`src/rtl/vr_supervisor_pkg.sv`:
```
package vr_supervisor_pkg;

    // Command codes of the settings and the temperature readback
    localparam logic [7:0] CMD_OVERTEMP_FAULT_LIMIT = 8'h51;
    localparam logic [7:0] CMD_OT_ALERT_LIMIT = 8'h52;
    localparam logic [7:0] CMD_TEMP_READBACK = 8'h8d;
    localparam logic [7:0] CMD_MANUFACTURER_CONFIG = 8'hd1;
    localparam logic [7:0] CMD_PG_HIGH_LIMIT = 8'he0;
    localparam logic [7:0] CMD_PG_LOW_LIMIT = 8'he1;
    localparam logic [7:0] CMD_THERMAL_GAIN = 8'hf7;
    localparam logic [7:0] CMD_THERMAL_OFFSET = 8'hf8;

    // Field positions
    localparam int PSI_CODE_LSB = 6;
    localparam int PSI_CODE_MSB = 7;
    localparam int PG_HIGH_MSB = 1;
    localparam int PG_LOW_MSB = 2;

    // Reset values
    localparam logic [7:0] RST_ZERO = 8'h00;
    localparam logic [7:0] RST_THERMAL_GAIN = 8'h01;
    localparam logic [7:0] RST_OT_FAULT = 8'hff;
    localparam logic [7:0] RST_OT_ALERT = 8'hff;

    // Window and crowbar figures in millivolts
    localparam logic [12:0] PG_HIGH_BASE_MV = 13'h012c;
    localparam logic [12:0] PG_LOW_BASE_MV = 13'h01f4;
    localparam logic [12:0] PG_STEP_MV = 13'h0032;
    localparam logic [12:0] CROWBAR_RELEASE_MV = 13'h012c;

    // Voltage code that means no load is fitted (arbitrary value)
    localparam logic [7:0] NO_CPU_CODE = 8'hff;

    // Timing
    localparam int CLOCK_MHZ = 40;
    localparam int BLANK_TIME_US = 100;
    localparam int BLANK_CYCLES = BLANK_TIME_US * CLOCK_MHZ;

    // Phase masks
    localparam logic [5:0] PHASE_ONE = 6'h01;
    localparam logic [5:0] PHASE_1_4 = 6'h09;
    localparam logic [5:0] PHASE_1_3 = 6'h05;
    localparam logic [5:0] PHASE_1_3_5 = 6'h15;

    typedef struct packed {
        logic valid;
        logic write;
        logic [7:0] code;
        logic [7:0] wdata;
    } cmd_req_type;

    typedef enum logic [1:0] {
        ST_OFF = 2'b00,
        ST_RAMP = 2'b01,
        ST_MASK = 2'b10,
        ST_RUN = 2'b11
    } start_state_type;

endpackage

```
`src/rtl/vr_supervisor_psi_thermal.sv`:
```
// Operation
// - Power good low outside window, no-CPU, disabled
// - Blank power-good compare 100 us on change
// - Hold power good until ramp done, delay
// - Reset window is -500 to +300 mV
// - High limit code picks 300 to 150
// - Low limit code picks -500 to -150
// - Low-power input low drives shed disable low
// - Default keeps only phase 1 in low power
// - Low-power phase code in config bits 7:6
// - Six-phase low-power code phase selection
// - Five, four and fewer phase selections
// - Crowbar forces PWM low, release under 300mV
// - Crowbar trip follows power-good high limit
// - Start only with lockout clear, enable high
// - Disabled holds PWM, power good, disables low
// - Hot flag when temperature exceeds fault limit
// - Temperature is voltage times gain plus offset
// - Gain and offset commands; unity gives raw
// - Alert and fault limits, readable temperatures
// - Each code change restarts the blank timer
module vr_supervisor_psi_thermal
    import vr_supervisor_pkg::*;
#(
    parameter int TURNON_DELAY_US = 1000
) (
    input wire logic clock,
    input wire logic reset,
    input wire cmd_req_type cmd_req,
    output logic [7:0] cmd_rdata_q,
    output logic cmd_rvalid_q,
    input wire logic enable_in,
    input wire logic undervoltage_lockout,
    input wire logic [7:0] vid_code,
    input wire logic [12:0] target_mv,
    input wire logic [12:0] current_sense_reference,
    input wire logic ramp_at_target,
    input wire logic low_power_state_n,
    input wire logic [2:0] normal_phases,
    input wire logic [7:0] thermistor_sense,
    output logic power_good_out,
    output logic shed_phase_disable_n,
    output logic core_phase_disable_n,
    output logic regulator_hot_flag,
    output logic temperature_alert,
    output logic crowbar_active,
    output logic [5:0] pwm_enable_q,
    output logic [15:0] temperature_readback
);

    localparam int TURNON_CYCLES = TURNON_DELAY_US * CLOCK_MHZ;

    ////////////////////////////////////////////////////////////////////////
    // Functions

    // Window edge in mV from a base and a step code
    function automatic logic [12:0] limit_mv(input logic [12:0] base, input logic [2:0] code);
        limit_mv = base - PG_STEP_MV * {10'h000, code};
    endfunction

    // Phases kept during low power
    function automatic logic [5:0] psi_mask(input logic [2:0] normal, input logic [1:0] code);
        logic [5:0] m;
        m = PHASE_ONE;
        if (normal == 3'h6 && code == 2'h1) m = PHASE_1_4;
        if (normal == 3'h6 && code == 2'h2) m = PHASE_1_3_5;
        if (normal == 3'h5 && code == 2'h1) m = PHASE_1_4;
        if (normal == 3'h4 && code == 2'h1) m = PHASE_1_3;
        psi_mask = m;
    endfunction

    // All phases of normal operation
    function automatic logic [5:0] full_mask(input logic [2:0] normal);
        full_mask = 6'((7'h01 << normal) - 7'h01);
    endfunction

    ////////////////////////////////////////////////////////////////////////
    // Settings

    logic [7:0] ot_fault_q, ot_alert_q, manufacturer_config_q, pg_high_q, pg_low_q, gain_q, offset_q;
    wire wr = cmd_req.valid && cmd_req.write;
    wire rd = cmd_req.valid && !cmd_req.write;
    logic [7:0] rd_mux;

    // Whole-byte stores replace every bit of the addressed command; the others keep theirs
    always_ff @(posedge clock) begin
        if (reset) begin
            ot_fault_q <= RST_OT_FAULT;
            ot_alert_q <= RST_OT_ALERT;
            manufacturer_config_q <= RST_ZERO;
            pg_high_q <= RST_ZERO;
            pg_low_q <= RST_ZERO;
            gain_q <= RST_THERMAL_GAIN;
            offset_q <= RST_ZERO;
        end else if (wr) begin
            unique case (cmd_req.code)
                CMD_OVERTEMP_FAULT_LIMIT: ot_fault_q <= cmd_req.wdata;
                CMD_OT_ALERT_LIMIT: ot_alert_q <= cmd_req.wdata;
                CMD_MANUFACTURER_CONFIG: manufacturer_config_q <= cmd_req.wdata;
                CMD_PG_HIGH_LIMIT: pg_high_q <= cmd_req.wdata;
                CMD_PG_LOW_LIMIT: pg_low_q <= cmd_req.wdata;
                CMD_THERMAL_GAIN: gain_q <= cmd_req.wdata;
                CMD_THERMAL_OFFSET: offset_q <= cmd_req.wdata;
                default: ;
            endcase
        end
    end

    // Read selection; unknown commands answer zero
    always_comb begin
        unique case (cmd_req.code)
            CMD_OVERTEMP_FAULT_LIMIT: rd_mux = ot_fault_q;
            CMD_OT_ALERT_LIMIT: rd_mux = ot_alert_q;
            CMD_MANUFACTURER_CONFIG: rd_mux = manufacturer_config_q;
            CMD_PG_HIGH_LIMIT: rd_mux = pg_high_q;
            CMD_PG_LOW_LIMIT: rd_mux = pg_low_q;
            CMD_THERMAL_GAIN: rd_mux = gain_q;
            CMD_THERMAL_OFFSET: rd_mux = offset_q;
            CMD_TEMP_READBACK: rd_mux = temperature_readback[7:0];
            default: rd_mux = RST_ZERO;
        endcase
    end

    // Read answer one cycle after the request
    always_ff @(posedge clock) begin
        if (reset) begin
            cmd_rdata_q <= RST_ZERO;
            cmd_rvalid_q <= 1'b0;
        end else begin
            cmd_rdata_q <= rd ? rd_mux : RST_ZERO;
            cmd_rvalid_q <= rd;
        end
    end

    ////////////////////////////////////////////////////////////////////////
    // Window and crowbar decode

    wire enabled = enable_in && !undervoltage_lockout;
    wire no_cpu = vid_code == NO_CPU_CODE;
    wire [12:0] high_mv = limit_mv(PG_HIGH_BASE_MV, {1'b0, pg_high_q[PG_HIGH_MSB:0]});
    wire [12:0] low_mv = limit_mv(PG_LOW_BASE_MV, pg_low_q[PG_LOW_MSB:0]);
    wire [13:0] upper_mv = {1'b0, target_mv} + {1'b0, high_mv};
    wire [13:0] sense_ext = {1'b0, current_sense_reference};
    wire too_low = target_mv >= low_mv && // Floor below zero can never be undershot
        {1'b0, current_sense_reference} < {1'b0, target_mv} - {1'b0, low_mv};
    wire in_window = !too_low && sense_ext <= upper_mv;
    // Trip point moves with the programmed high limit
    wire crowbar_trip = sense_ext > upper_mv;
    wire crowbar_release = current_sense_reference < CROWBAR_RELEASE_MV;

    ////////////////////////////////////////////////////////////////////////
    // Turn-on sequence

    start_state_type state_q, state_d;
    logic [23:0] mask_cnt_q;
    wire mask_done = mask_cnt_q == 24'(TURNON_CYCLES - 1);

    // Delay counter only starts once the ramp has arrived
    always_comb begin
        state_d = state_q;
        unique case (state_q)
            ST_OFF: if (enabled) state_d = ST_RAMP;
            ST_RAMP: if (ramp_at_target) state_d = ST_MASK;
            ST_MASK: if (mask_done) state_d = ST_RUN;
            ST_RUN: ;
        endcase
        if (!enabled) state_d = ST_OFF;
    end

    always_ff @(posedge clock) begin
        if (reset) begin
            state_q <= ST_OFF;
            mask_cnt_q <= 24'h000000;
        end else begin
            state_q <= state_d;
            mask_cnt_q <= (state_q == ST_MASK && state_d == ST_MASK) ? mask_cnt_q + 24'h000001 : 24'h000000;
        end
    end

    ////////////////////////////////////////////////////////////////////////
    // Blanking after voltage code changes

    logic [7:0] vid_q;
    logic [12:0] blank_cnt_q;
    wire vid_changed = vid_code != vid_q;
    wire blanking = blank_cnt_q != 13'h0000;

    // Every change reloads, so blanking ends after the last one
    always_ff @(posedge clock) begin
        if (reset) begin
            vid_q <= RST_ZERO;
            blank_cnt_q <= 13'h0000;
        end else begin
            vid_q <= vid_code;
            if (vid_changed) blank_cnt_q <= 13'(BLANK_CYCLES);
            else if (blanking) blank_cnt_q <= blank_cnt_q - 13'h0001;
        end
    end

    ////////////////////////////////////////////////////////////////////////
    // Supervisory outputs

    logic pg_d;
    wire [5:0] keep = low_power_state_n ? full_mask(normal_phases) :
        psi_mask(normal_phases, manufacturer_config_q[PSI_CODE_MSB:PSI_CODE_LSB]);
    // Release uses a low floor so the crowbar does not chatter near the trip
    wire crowbar_d = !enabled ? 1'b0 : crowbar_trip ? 1'b1 : crowbar_release ? 1'b0 : crowbar_active;

    // During blanking the last verdict is kept
    always_comb begin
        if (!enabled || no_cpu || state_q != ST_RUN) pg_d = 1'b0;
        else if (blanking) pg_d = power_good_out;
        else pg_d = in_window;
    end

    // All outputs registered so none of them glitch
    always_ff @(posedge clock) begin
        if (reset) begin
            power_good_out <= 1'b0;
            shed_phase_disable_n <= 1'b0;
            core_phase_disable_n <= 1'b0;
            crowbar_active <= 1'b0;
            pwm_enable_q <= 6'h00;
        end else begin
            power_good_out <= pg_d;
            shed_phase_disable_n <= enabled && low_power_state_n;
            core_phase_disable_n <= enabled;
            crowbar_active <= crowbar_d;
            pwm_enable_q <= (enabled && state_q != ST_OFF && !crowbar_d) ? keep : 6'h00;
        end
    end

    ////////////////////////////////////////////////////////////////////////
    // Thermal channel

    wire [16:0] temp_sum = {1'b0, 16'(thermistor_sense) * 16'(gain_q)} + {9'h000, offset_q};
    wire [15:0] temp_d = temp_sum[16] ? 16'hffff : temp_sum[15:0];

    always_ff @(posedge clock) begin
        if (reset) begin
            temperature_readback <= 16'h0000;
            regulator_hot_flag <= 1'b0;
            temperature_alert <= 1'b0;
        end else begin
            temperature_readback <= temp_d;
            regulator_hot_flag <= temperature_readback > {8'h00, ot_fault_q};
            temperature_alert <= temperature_readback > {8'h00, ot_alert_q};
        end
    end
endmodule

```
`config.mk`:
```
export PLATFORM = sky130hd
export DESIGN_NAME = vr_supervisor_psi_thermal
export DESIGN_NICKNAME = d
export VERILOG_FILES = /design/src/rtl/vr_supervisor_pkg.sv /design/src/rtl/vr_supervisor_psi_thermal.sv
export SDC_FILE = /design/constraint.sdc
export NUM_CORES = 1
export LEC_CHECK = 0
export ABC_AREA = 1
export BUFFER_PORTS_ARGS = -buffer_cell sky130_fd_sc_hd__buf_2
export CAP_MARGIN = 5
export CORE_ASPECT_RATIO = 1.1
export CORE_MARGIN = 3
export CORE_UTILIZATION = 65
export DETAILED_ROUTE_END_ITERATION = 8
export PLACE_DENSITY = 0.95
export SLEW_MARGIN = 40
export SYNTH_ARGS = -nofsm -noshare
export SYNTH_HDL_FRONTEND = slang
export SYNTH_SLANG_ARGS = --single-unit
```
`constraint.sdc`:
```
create_clock -name clock -period 8 [get_ports clock]
set_input_delay 2 -clock clock [delete_from_list [all_inputs] [get_ports clock]]
set_output_delay 2 -clock clock [all_outputs]
set_load 0.1 [all_outputs]
```
==> results of run 1 <==
==> power breakdown <==
part / switching, µW / leakage, µW / internal, µW
clock: 327 / 0.000303 / 507
sequential: 9.25 / 0.00114 / 705
combinational: 146 / 0.00468 / 74.8
total: 482 / 0.00612 / 1290
==> how the worst min path moves through the flow <==
stage | endpoint | slack [ns] | cells after the start
final | mask_cnt_q[0] | 0.46 | 1
after global routing | pg_low_q[4] | 0.47 | 2
after CTS | mask_cnt_q[0] | 0.46 | 1
after detailed placement | mask_cnt_q[0] | 0.45 | 1
after global placement | mask_cnt_q[0] | 0.43 | 1
after floorplan | mask_cnt_q[0] | 0.42 | 1
==> per-stage QoR <==
stage,hold slack [ns],cell area [µm²],util,std cells
after floorplan,0.418,10800,-,1489
after global placement,0.430,11400,0.715,1760
after detailed placement,0.446,11400,0.715,1760
after CTS,0.457,12000,0.753,1792
after global routing,0.469,12000,0.754,1792
final,0.456,12000,0.754,1792
==> critical path, stage by stage <==
cell     delay [ns]
buf_2          0.16
nand2_1        0.11
fa_1           0.57
inv_1          0.06
fa_1           0.53
inv_1          0.06
fa_1           0.50
fa_1           0.55
inv_1          0.04
ha_1           0.35
a21oi_2        0.21
o21ai_2        0.08
a21oi_1        0.22
nand2_4        0.10
xnor2_4        0.48
nand2_1        0.11
nand2_1        0.09
inv_1          0.05
==> sequential cells by signal, indices dropped and copies added (netlist names), 2 cells and up <==
| name | count |
|---|---|
| blank_cnt_q | 13 |
| ot_alert_q | 8 |
| temperature_readback | 16 |
| pg_low_q | 8 |
| gain_q | 8 |
| ot_fault_q | 8 |
| pg_high_q | 8 |
| pwm_enable_q | 6 |
| offset_q | 8 |
| vid_q | 8 |
| mask_cnt_q | 24 |
| state_q | 2 |
| manufacturer_config_q | 8 |
| cmd_rdata_q | 8 |
==> Yosys cell counts (10+ instances only) <==
master / count
a211oi_1: 11
a21oi_1: 106
clkbuf_1: 25
dfxtp_1: 140
fa_1: 46
ha_1: 116
inv_1: 254
inv_2: 13
nand2_1: 300
nand2_2: 14
nand3_1: 52
nand4_1: 20
nor2_1: 133
nor3_1: 23
o21ai_0: 56
o21ai_1: 10
o22ai_1: 15
xnor2_1: 22
xor2_1: 28
==> layer usage <==
| layer | part of all wire | vias to the layer above | global-route usage |
|---|---|---|---|
| li1 | - | 4944 | - |
| met1 | 0.36 | 4737 | 0.350 |
| met2 | 0.50 | 585 | 0.564 |
| met3 | 0.079 | 174 | 0.0640 |
| met4 | 0.066 | 0 | 0.206 |
| met5 | 0 | - | 0 |
==> area by class of cell <==
cell class	count	area, µm²	area share
multi-input combinational	1046	6820	0.567
sequential	140	2800	0.233
inverter	267	1000	0.0832
timing repair buffer	107	541	0.0449
clock buffer	19	443	0.0368
tap	200	250	0.0208
clock inverter	13	178	0.0148
==> logic make-up after synthesis <==
logic type	after synthesis
compound gates	238
simple gates	595
buf+inv	303
flops	140
xor+xnor	51
fa+ha+maj	162
==> flow_summary.ini, run 1 <==
[status]
status = completed

[route]
first_pass_iters = 7
ant_nets = 0
routed_wirelength_um = 29100
viasPerCell = 5.83
wl_per_cell_um = 16.3
drt_iter0_markers = 1002
drc = 0
vias = 10400

[floorplanning]
die_area_mm2 = 0.0182
start_util = 0.676
core_mm2 = 0.0160
die_height_um = 141
io_pins = 106
std_cell_rows = 48
die_x_um = 129

[sta]
relSlewSlack = 0.606
setup_violations = 0
final.setup.worst_slack_ns = 2.03
finalCritPeriodShare = 0.746
rsz0062_at_grt = no
hold_violations = 0
drv_slew = 0
tns_ns = 0
clock.fmax_mhz = 167
skew_ns = 0.00671
worst_pin_slew_ns = 0.589
post-route-min-period_ns = 5.97

[global_route]
grt_use_total = 0.322
grt_max_degree = 48
grt_pass1_vias = 10600
overflow = 0
grt_first_pass_wirelength_um = 47500
antenna_found_initial = 0

[logic_synthesis]
synth_edf_count = 0
synth.distinct_cells = 45
ys_top_cells_by_area = dfxtp_1 (26%), ha_1 (13%), nand2_1 (10%), inv_1 (8.8%), fa_1 (8.5%)
muxShareOfSynthArea = 0
synth_nets = 1720
yosys.area_share.xor_xnor = 0.0431
synth_ff_type = dfxtp_1
synth.ff_latch_count = 140
yosys_warnings = 0
syn_area_mm2 = 0.0108
synth_seq_area_share = 0.260
synth_cells = 1489
syn-mean-instance-area_um2 = 7.25
yosysTopAreaCell = dfxtp_1
synth_top_cell_area_share = 0.260
synth-adder-area-share = 0.220
synthSimpleGateAreaFrac = 0.243
synth_top_family_by_area = simple AND/OR/NAND/NOR gates
synth_compound_area_frac = 0.126
async_reset_ff_frac = 0

[hold_path]
min-delay-path-class = flop to flop
worstHoldStart = mask_cnt_q[0]

[clocking]
ctsHoldBuffers = 0
clockRootBuffer = clkbuf_16
insertion_delay_ns = 0.43
clk_pin_slew_ns = 0.06
postCtsResizedCells = 0
numCtsBuffers = 17
cts_max_level = 4
cts_sinks = 140
cts_setup_buffers = 0
clock_path_buffers = 2
cts_tree = done

[setup_path]
crit_type = primary input to flop
ff2ff_setup_slack_ns = 3.06
cp-startpoint = thermistor_sense[2]
rr_worst_depth = 17
timing.rr.start = gain_q[7]
cp-start-kind = primary input
crit_path_max_fanout = 16
critPathCapture = temperature_readback[0]
cp-end-kind = flop
r2r_end = temperature_readback[0]
required_ns = 8.33
arrival_ns = 6.30

[pwr]
p_leak_uw = 0.00612
p_per_area_mw_per_mm2 = 147
totalPowerFinal_uw = 1770
vdd_drop_max_uv = 173

[layout]
layout.nets = 1810
n_antenna_cell = 0
layout_commonest_cell = nand2_1
area_growth_syn_to_layout_pct = 11.6
final_cell_mix = nand2_1 (299), inv_1 (254), dfxtp_1 (140), nor2_1 (133), ha_1 (116)
drive_gt1_frac = 0.131
fillers = 1088

[placement]
dp_hpwl_um = 21800
io_buffers = 105
gp_congestion = 0.940
pre_cts_ws_ns = 1.63

[job]
maxCapViolations = 0
Note: power is estimated with default switching activity, not from simulation.
==> inputs of run 2 (changes only) <==
Settings changed: ABC_AREA 1 to 0, CORE_UTILIZATION 65 to 61, PLACE_DENSITY 0.95 to 0.92.
Clock period 8 ns to 5.5 ns, I/O delays scaled along.
==> flow_summary.ini, run 2 <==
[setup_path]
ff2ff_setup_slack_ns = 0.68
cp-end-kind = flop
arrival_ns = 5.52
crit_path_max_fanout = 8
cp-start-kind = primary input
rr_worst_depth = 17
timing.rr.start = gain_q[7]
cp-startpoint = thermistor_sense[4]
r2r_end = temperature_readback[1]
required_ns = 5.78
crit_type = primary input to flop

[layout]
largest_register_ffs = 24
top_register = mask_cnt_q
top_regs = mask_cnt_q: 24 flops, temperature_readback: 16 flops, blank_cnt_q: 13 flops
layout.nets = 1565
layout_commonest_cell = nand2_1
final_cell_mix = nand2_1 (144), dfxtp_1 (140), inv_1 (124), ha_1 (114), nor2_1 (111)
area_growth_syn_to_layout_pct = 13.6
drive_gt1_frac = 0.151
fin_cells = 1551
n_antenna_cell = 0

[floorplanning]
die_x_um = 130
start_util = 0.626
io_pins = 106
die_height_um = 142
std_cell_rows = 49
die_area_mm2 = 0.0185
core_mm2 = 0.0165

[sta]
worst_pin_slew_ns = 0.715
relSlewSlack = 0.523
finalCritPeriodShare = 0.952
drv_slew = 0
setup_violations = 0
hold_violations = 0
holdWs_ns = 0.464
final.setup.worst_slack_ns = 0.265
clock.fmax_mhz = 191
post-route-min-period_ns = 5.23
skew_ns = 0.00748

[route]
drt_iter0_markers = 766
routed_wirelength_um = 26800
first_pass_iters = 5
ant_nets = 0
vias = 9231
drc = 0
viasPerCell = 5.95
wl_per_cell_um = 17.3

[logic_synthesis]
synth-adder-area-share = 0.230
yosysMostFrequentCell = nand2_1
syn-mean-instance-area_um2 = 8.44
yosysTopAreaCell = dfxtp_1
async_reset_ff_frac = 0
synth_common_cells = nand2_1 (144), dfxtp_1 (140), inv_1 (124), ha_1 (116), nor2_1 (111)
synth_edf_count = 0
yosys_warnings = 0
synth_top_cell_area_share = 0.272
synth_ff_type = dfxtp_1
ys_top_cells_by_area = dfxtp_1 (27%), ha_1 (14%), fa_1 (8.9%), nand2_1 (5.2%), inv_1 (4.5%)
synth_top_family_by_area = adder cells
synth.distinct_cells = 75
synth_seq_area_share = 0.272
yosys.area_share.xor_xnor = 0.0644
syn_area_mm2 = 0.0103
synthSimpleGateAreaFrac = 0.205
synth_compound_area_frac = 0.144
muxShareOfSynthArea = 0.0206
synth_cells = 1223
synth.ff_latch_count = 140
synth_nets = 1454

[clocking]
ctsHoldBuffers = 0
insertion_delay_ns = 0.43
postCtsResizedCells = 0
cts_sinks = 140
cts_max_level = 4
clk_pin_slew_ns = 0.06
numCtsBuffers = 17
cts_tree = done
clockRootBuffer = clkbuf_16
clock_path_buffers = 2

[placement]
pre_cts_ws_ns = -0.149
dp_hpwl_um = 20500
gp_congestion = 0.904
dp_cells = 1518
io_buffers = 105

[global_route]
grt_pass1_vias = 9431
grt_first_pass_wirelength_um = 43700
grt_max_degree = 82
overflow = 0
antenna_found_initial = 0
grt_use_total = 0.296

[status]
status = completed

[hold_path]
worstHoldStart = pg_high_q[5]
min_path_cells = 2
holdPathEnd = pg_high_q[5]
min-delay-path-class = flop to flop

[pwr]
vdd_drop_max_uv = 249
p_per_area_mw_per_mm2 = 206
p_leak_uw = 0.00543

[job]
maxCapViolations = 0
## run 2: worst max path at each step
stage                                    end  slack [ns]  cells after the start
finish               temperature_readback[1]        0.27                     18
global route         temperature_readback[1]       -0.02                     19
floorplan           temperature_readback[10]        0.01                     18
CTS                  temperature_readback[1]        0.29                     18
global placement     temperature_readback[0]       -0.04                     18
detailed placement   temperature_readback[1]       -0.15                     18
## run 2: area by class of cell
type | count | area, µm²
inverter | 124 | 465
tap | 204 | 255
clock buffer | 17 | 425
fill | 1173 | 4770
multi-input combinational | 916 | 6890
clock inverter | 15 | 131
sequential | 140 | 2800
timing repair buffer | 135 | 758
## run 2: metal layers
metal  vias to the layer above  global-route usage  share of wire
li1                       4388                   -              -
met2                       385               0.551           0.52
met1                      4352               0.312           0.37
met4                         0               0.160          0.053
met5                         -                   0              0
met3                       106              0.0522          0.055
## run 2: timing repair
action,4_1_cts,5_1_grt
endpoints found under the hold margin,0,0
setup buffers,0,1
endpoints found under the setup margin,0,2
## run 2: per-stage QoR
stage	utilization	power, µW	TNS [ns]	area, µm²
after CTS	0.710	2420	0	11700
final	0.711	2420	0	11700
after global placement	0.675	1340	-0.361	11100
after global routing	0.711	2490	-0.0748	11700
after floorplan	-	1250	0	10400
after detailed placement	0.676	1350	-1.80	11100
## run 2: where the power goes
| part | switching (µW) | internal (µW) | total, µW |
|---|---|---|---|
| Combinational | 188 | 113 | 301 |
| Clock | 488 | 591 | 1080 |
| Sequential | 11.4 | 1030 | 1040 |
| Total | 688 | 1730 | 2420 |
## run 2: critical path, stage by stage
cell       delay (ns)
buf_2            0.16
nand2_1          0.10
fa_1             0.48
fa_1             0.54
inv_1            0.05
ha_1             0.26
inv_1            0.05
fa_1             0.57
inv_1            0.06
ha_1             0.32
a211oi_2         0.25
o21ai_1          0.11
a211o_1          0.33
and3_4           0.17
a2111oi_4        0.25
xor2_2           0.18
buf_4            0.19
a21oi_1          0.08
## run 2: logic make-up after synthesis
logic type	count (synthesis)
flip-flops	140
adder cells (fa/ha/maj)	162
multiplexers	21
XOR/XNOR	75
AO/OA/AOI/OAI	221
buffers and inverters	167
AND/OR/NAND/NOR	437
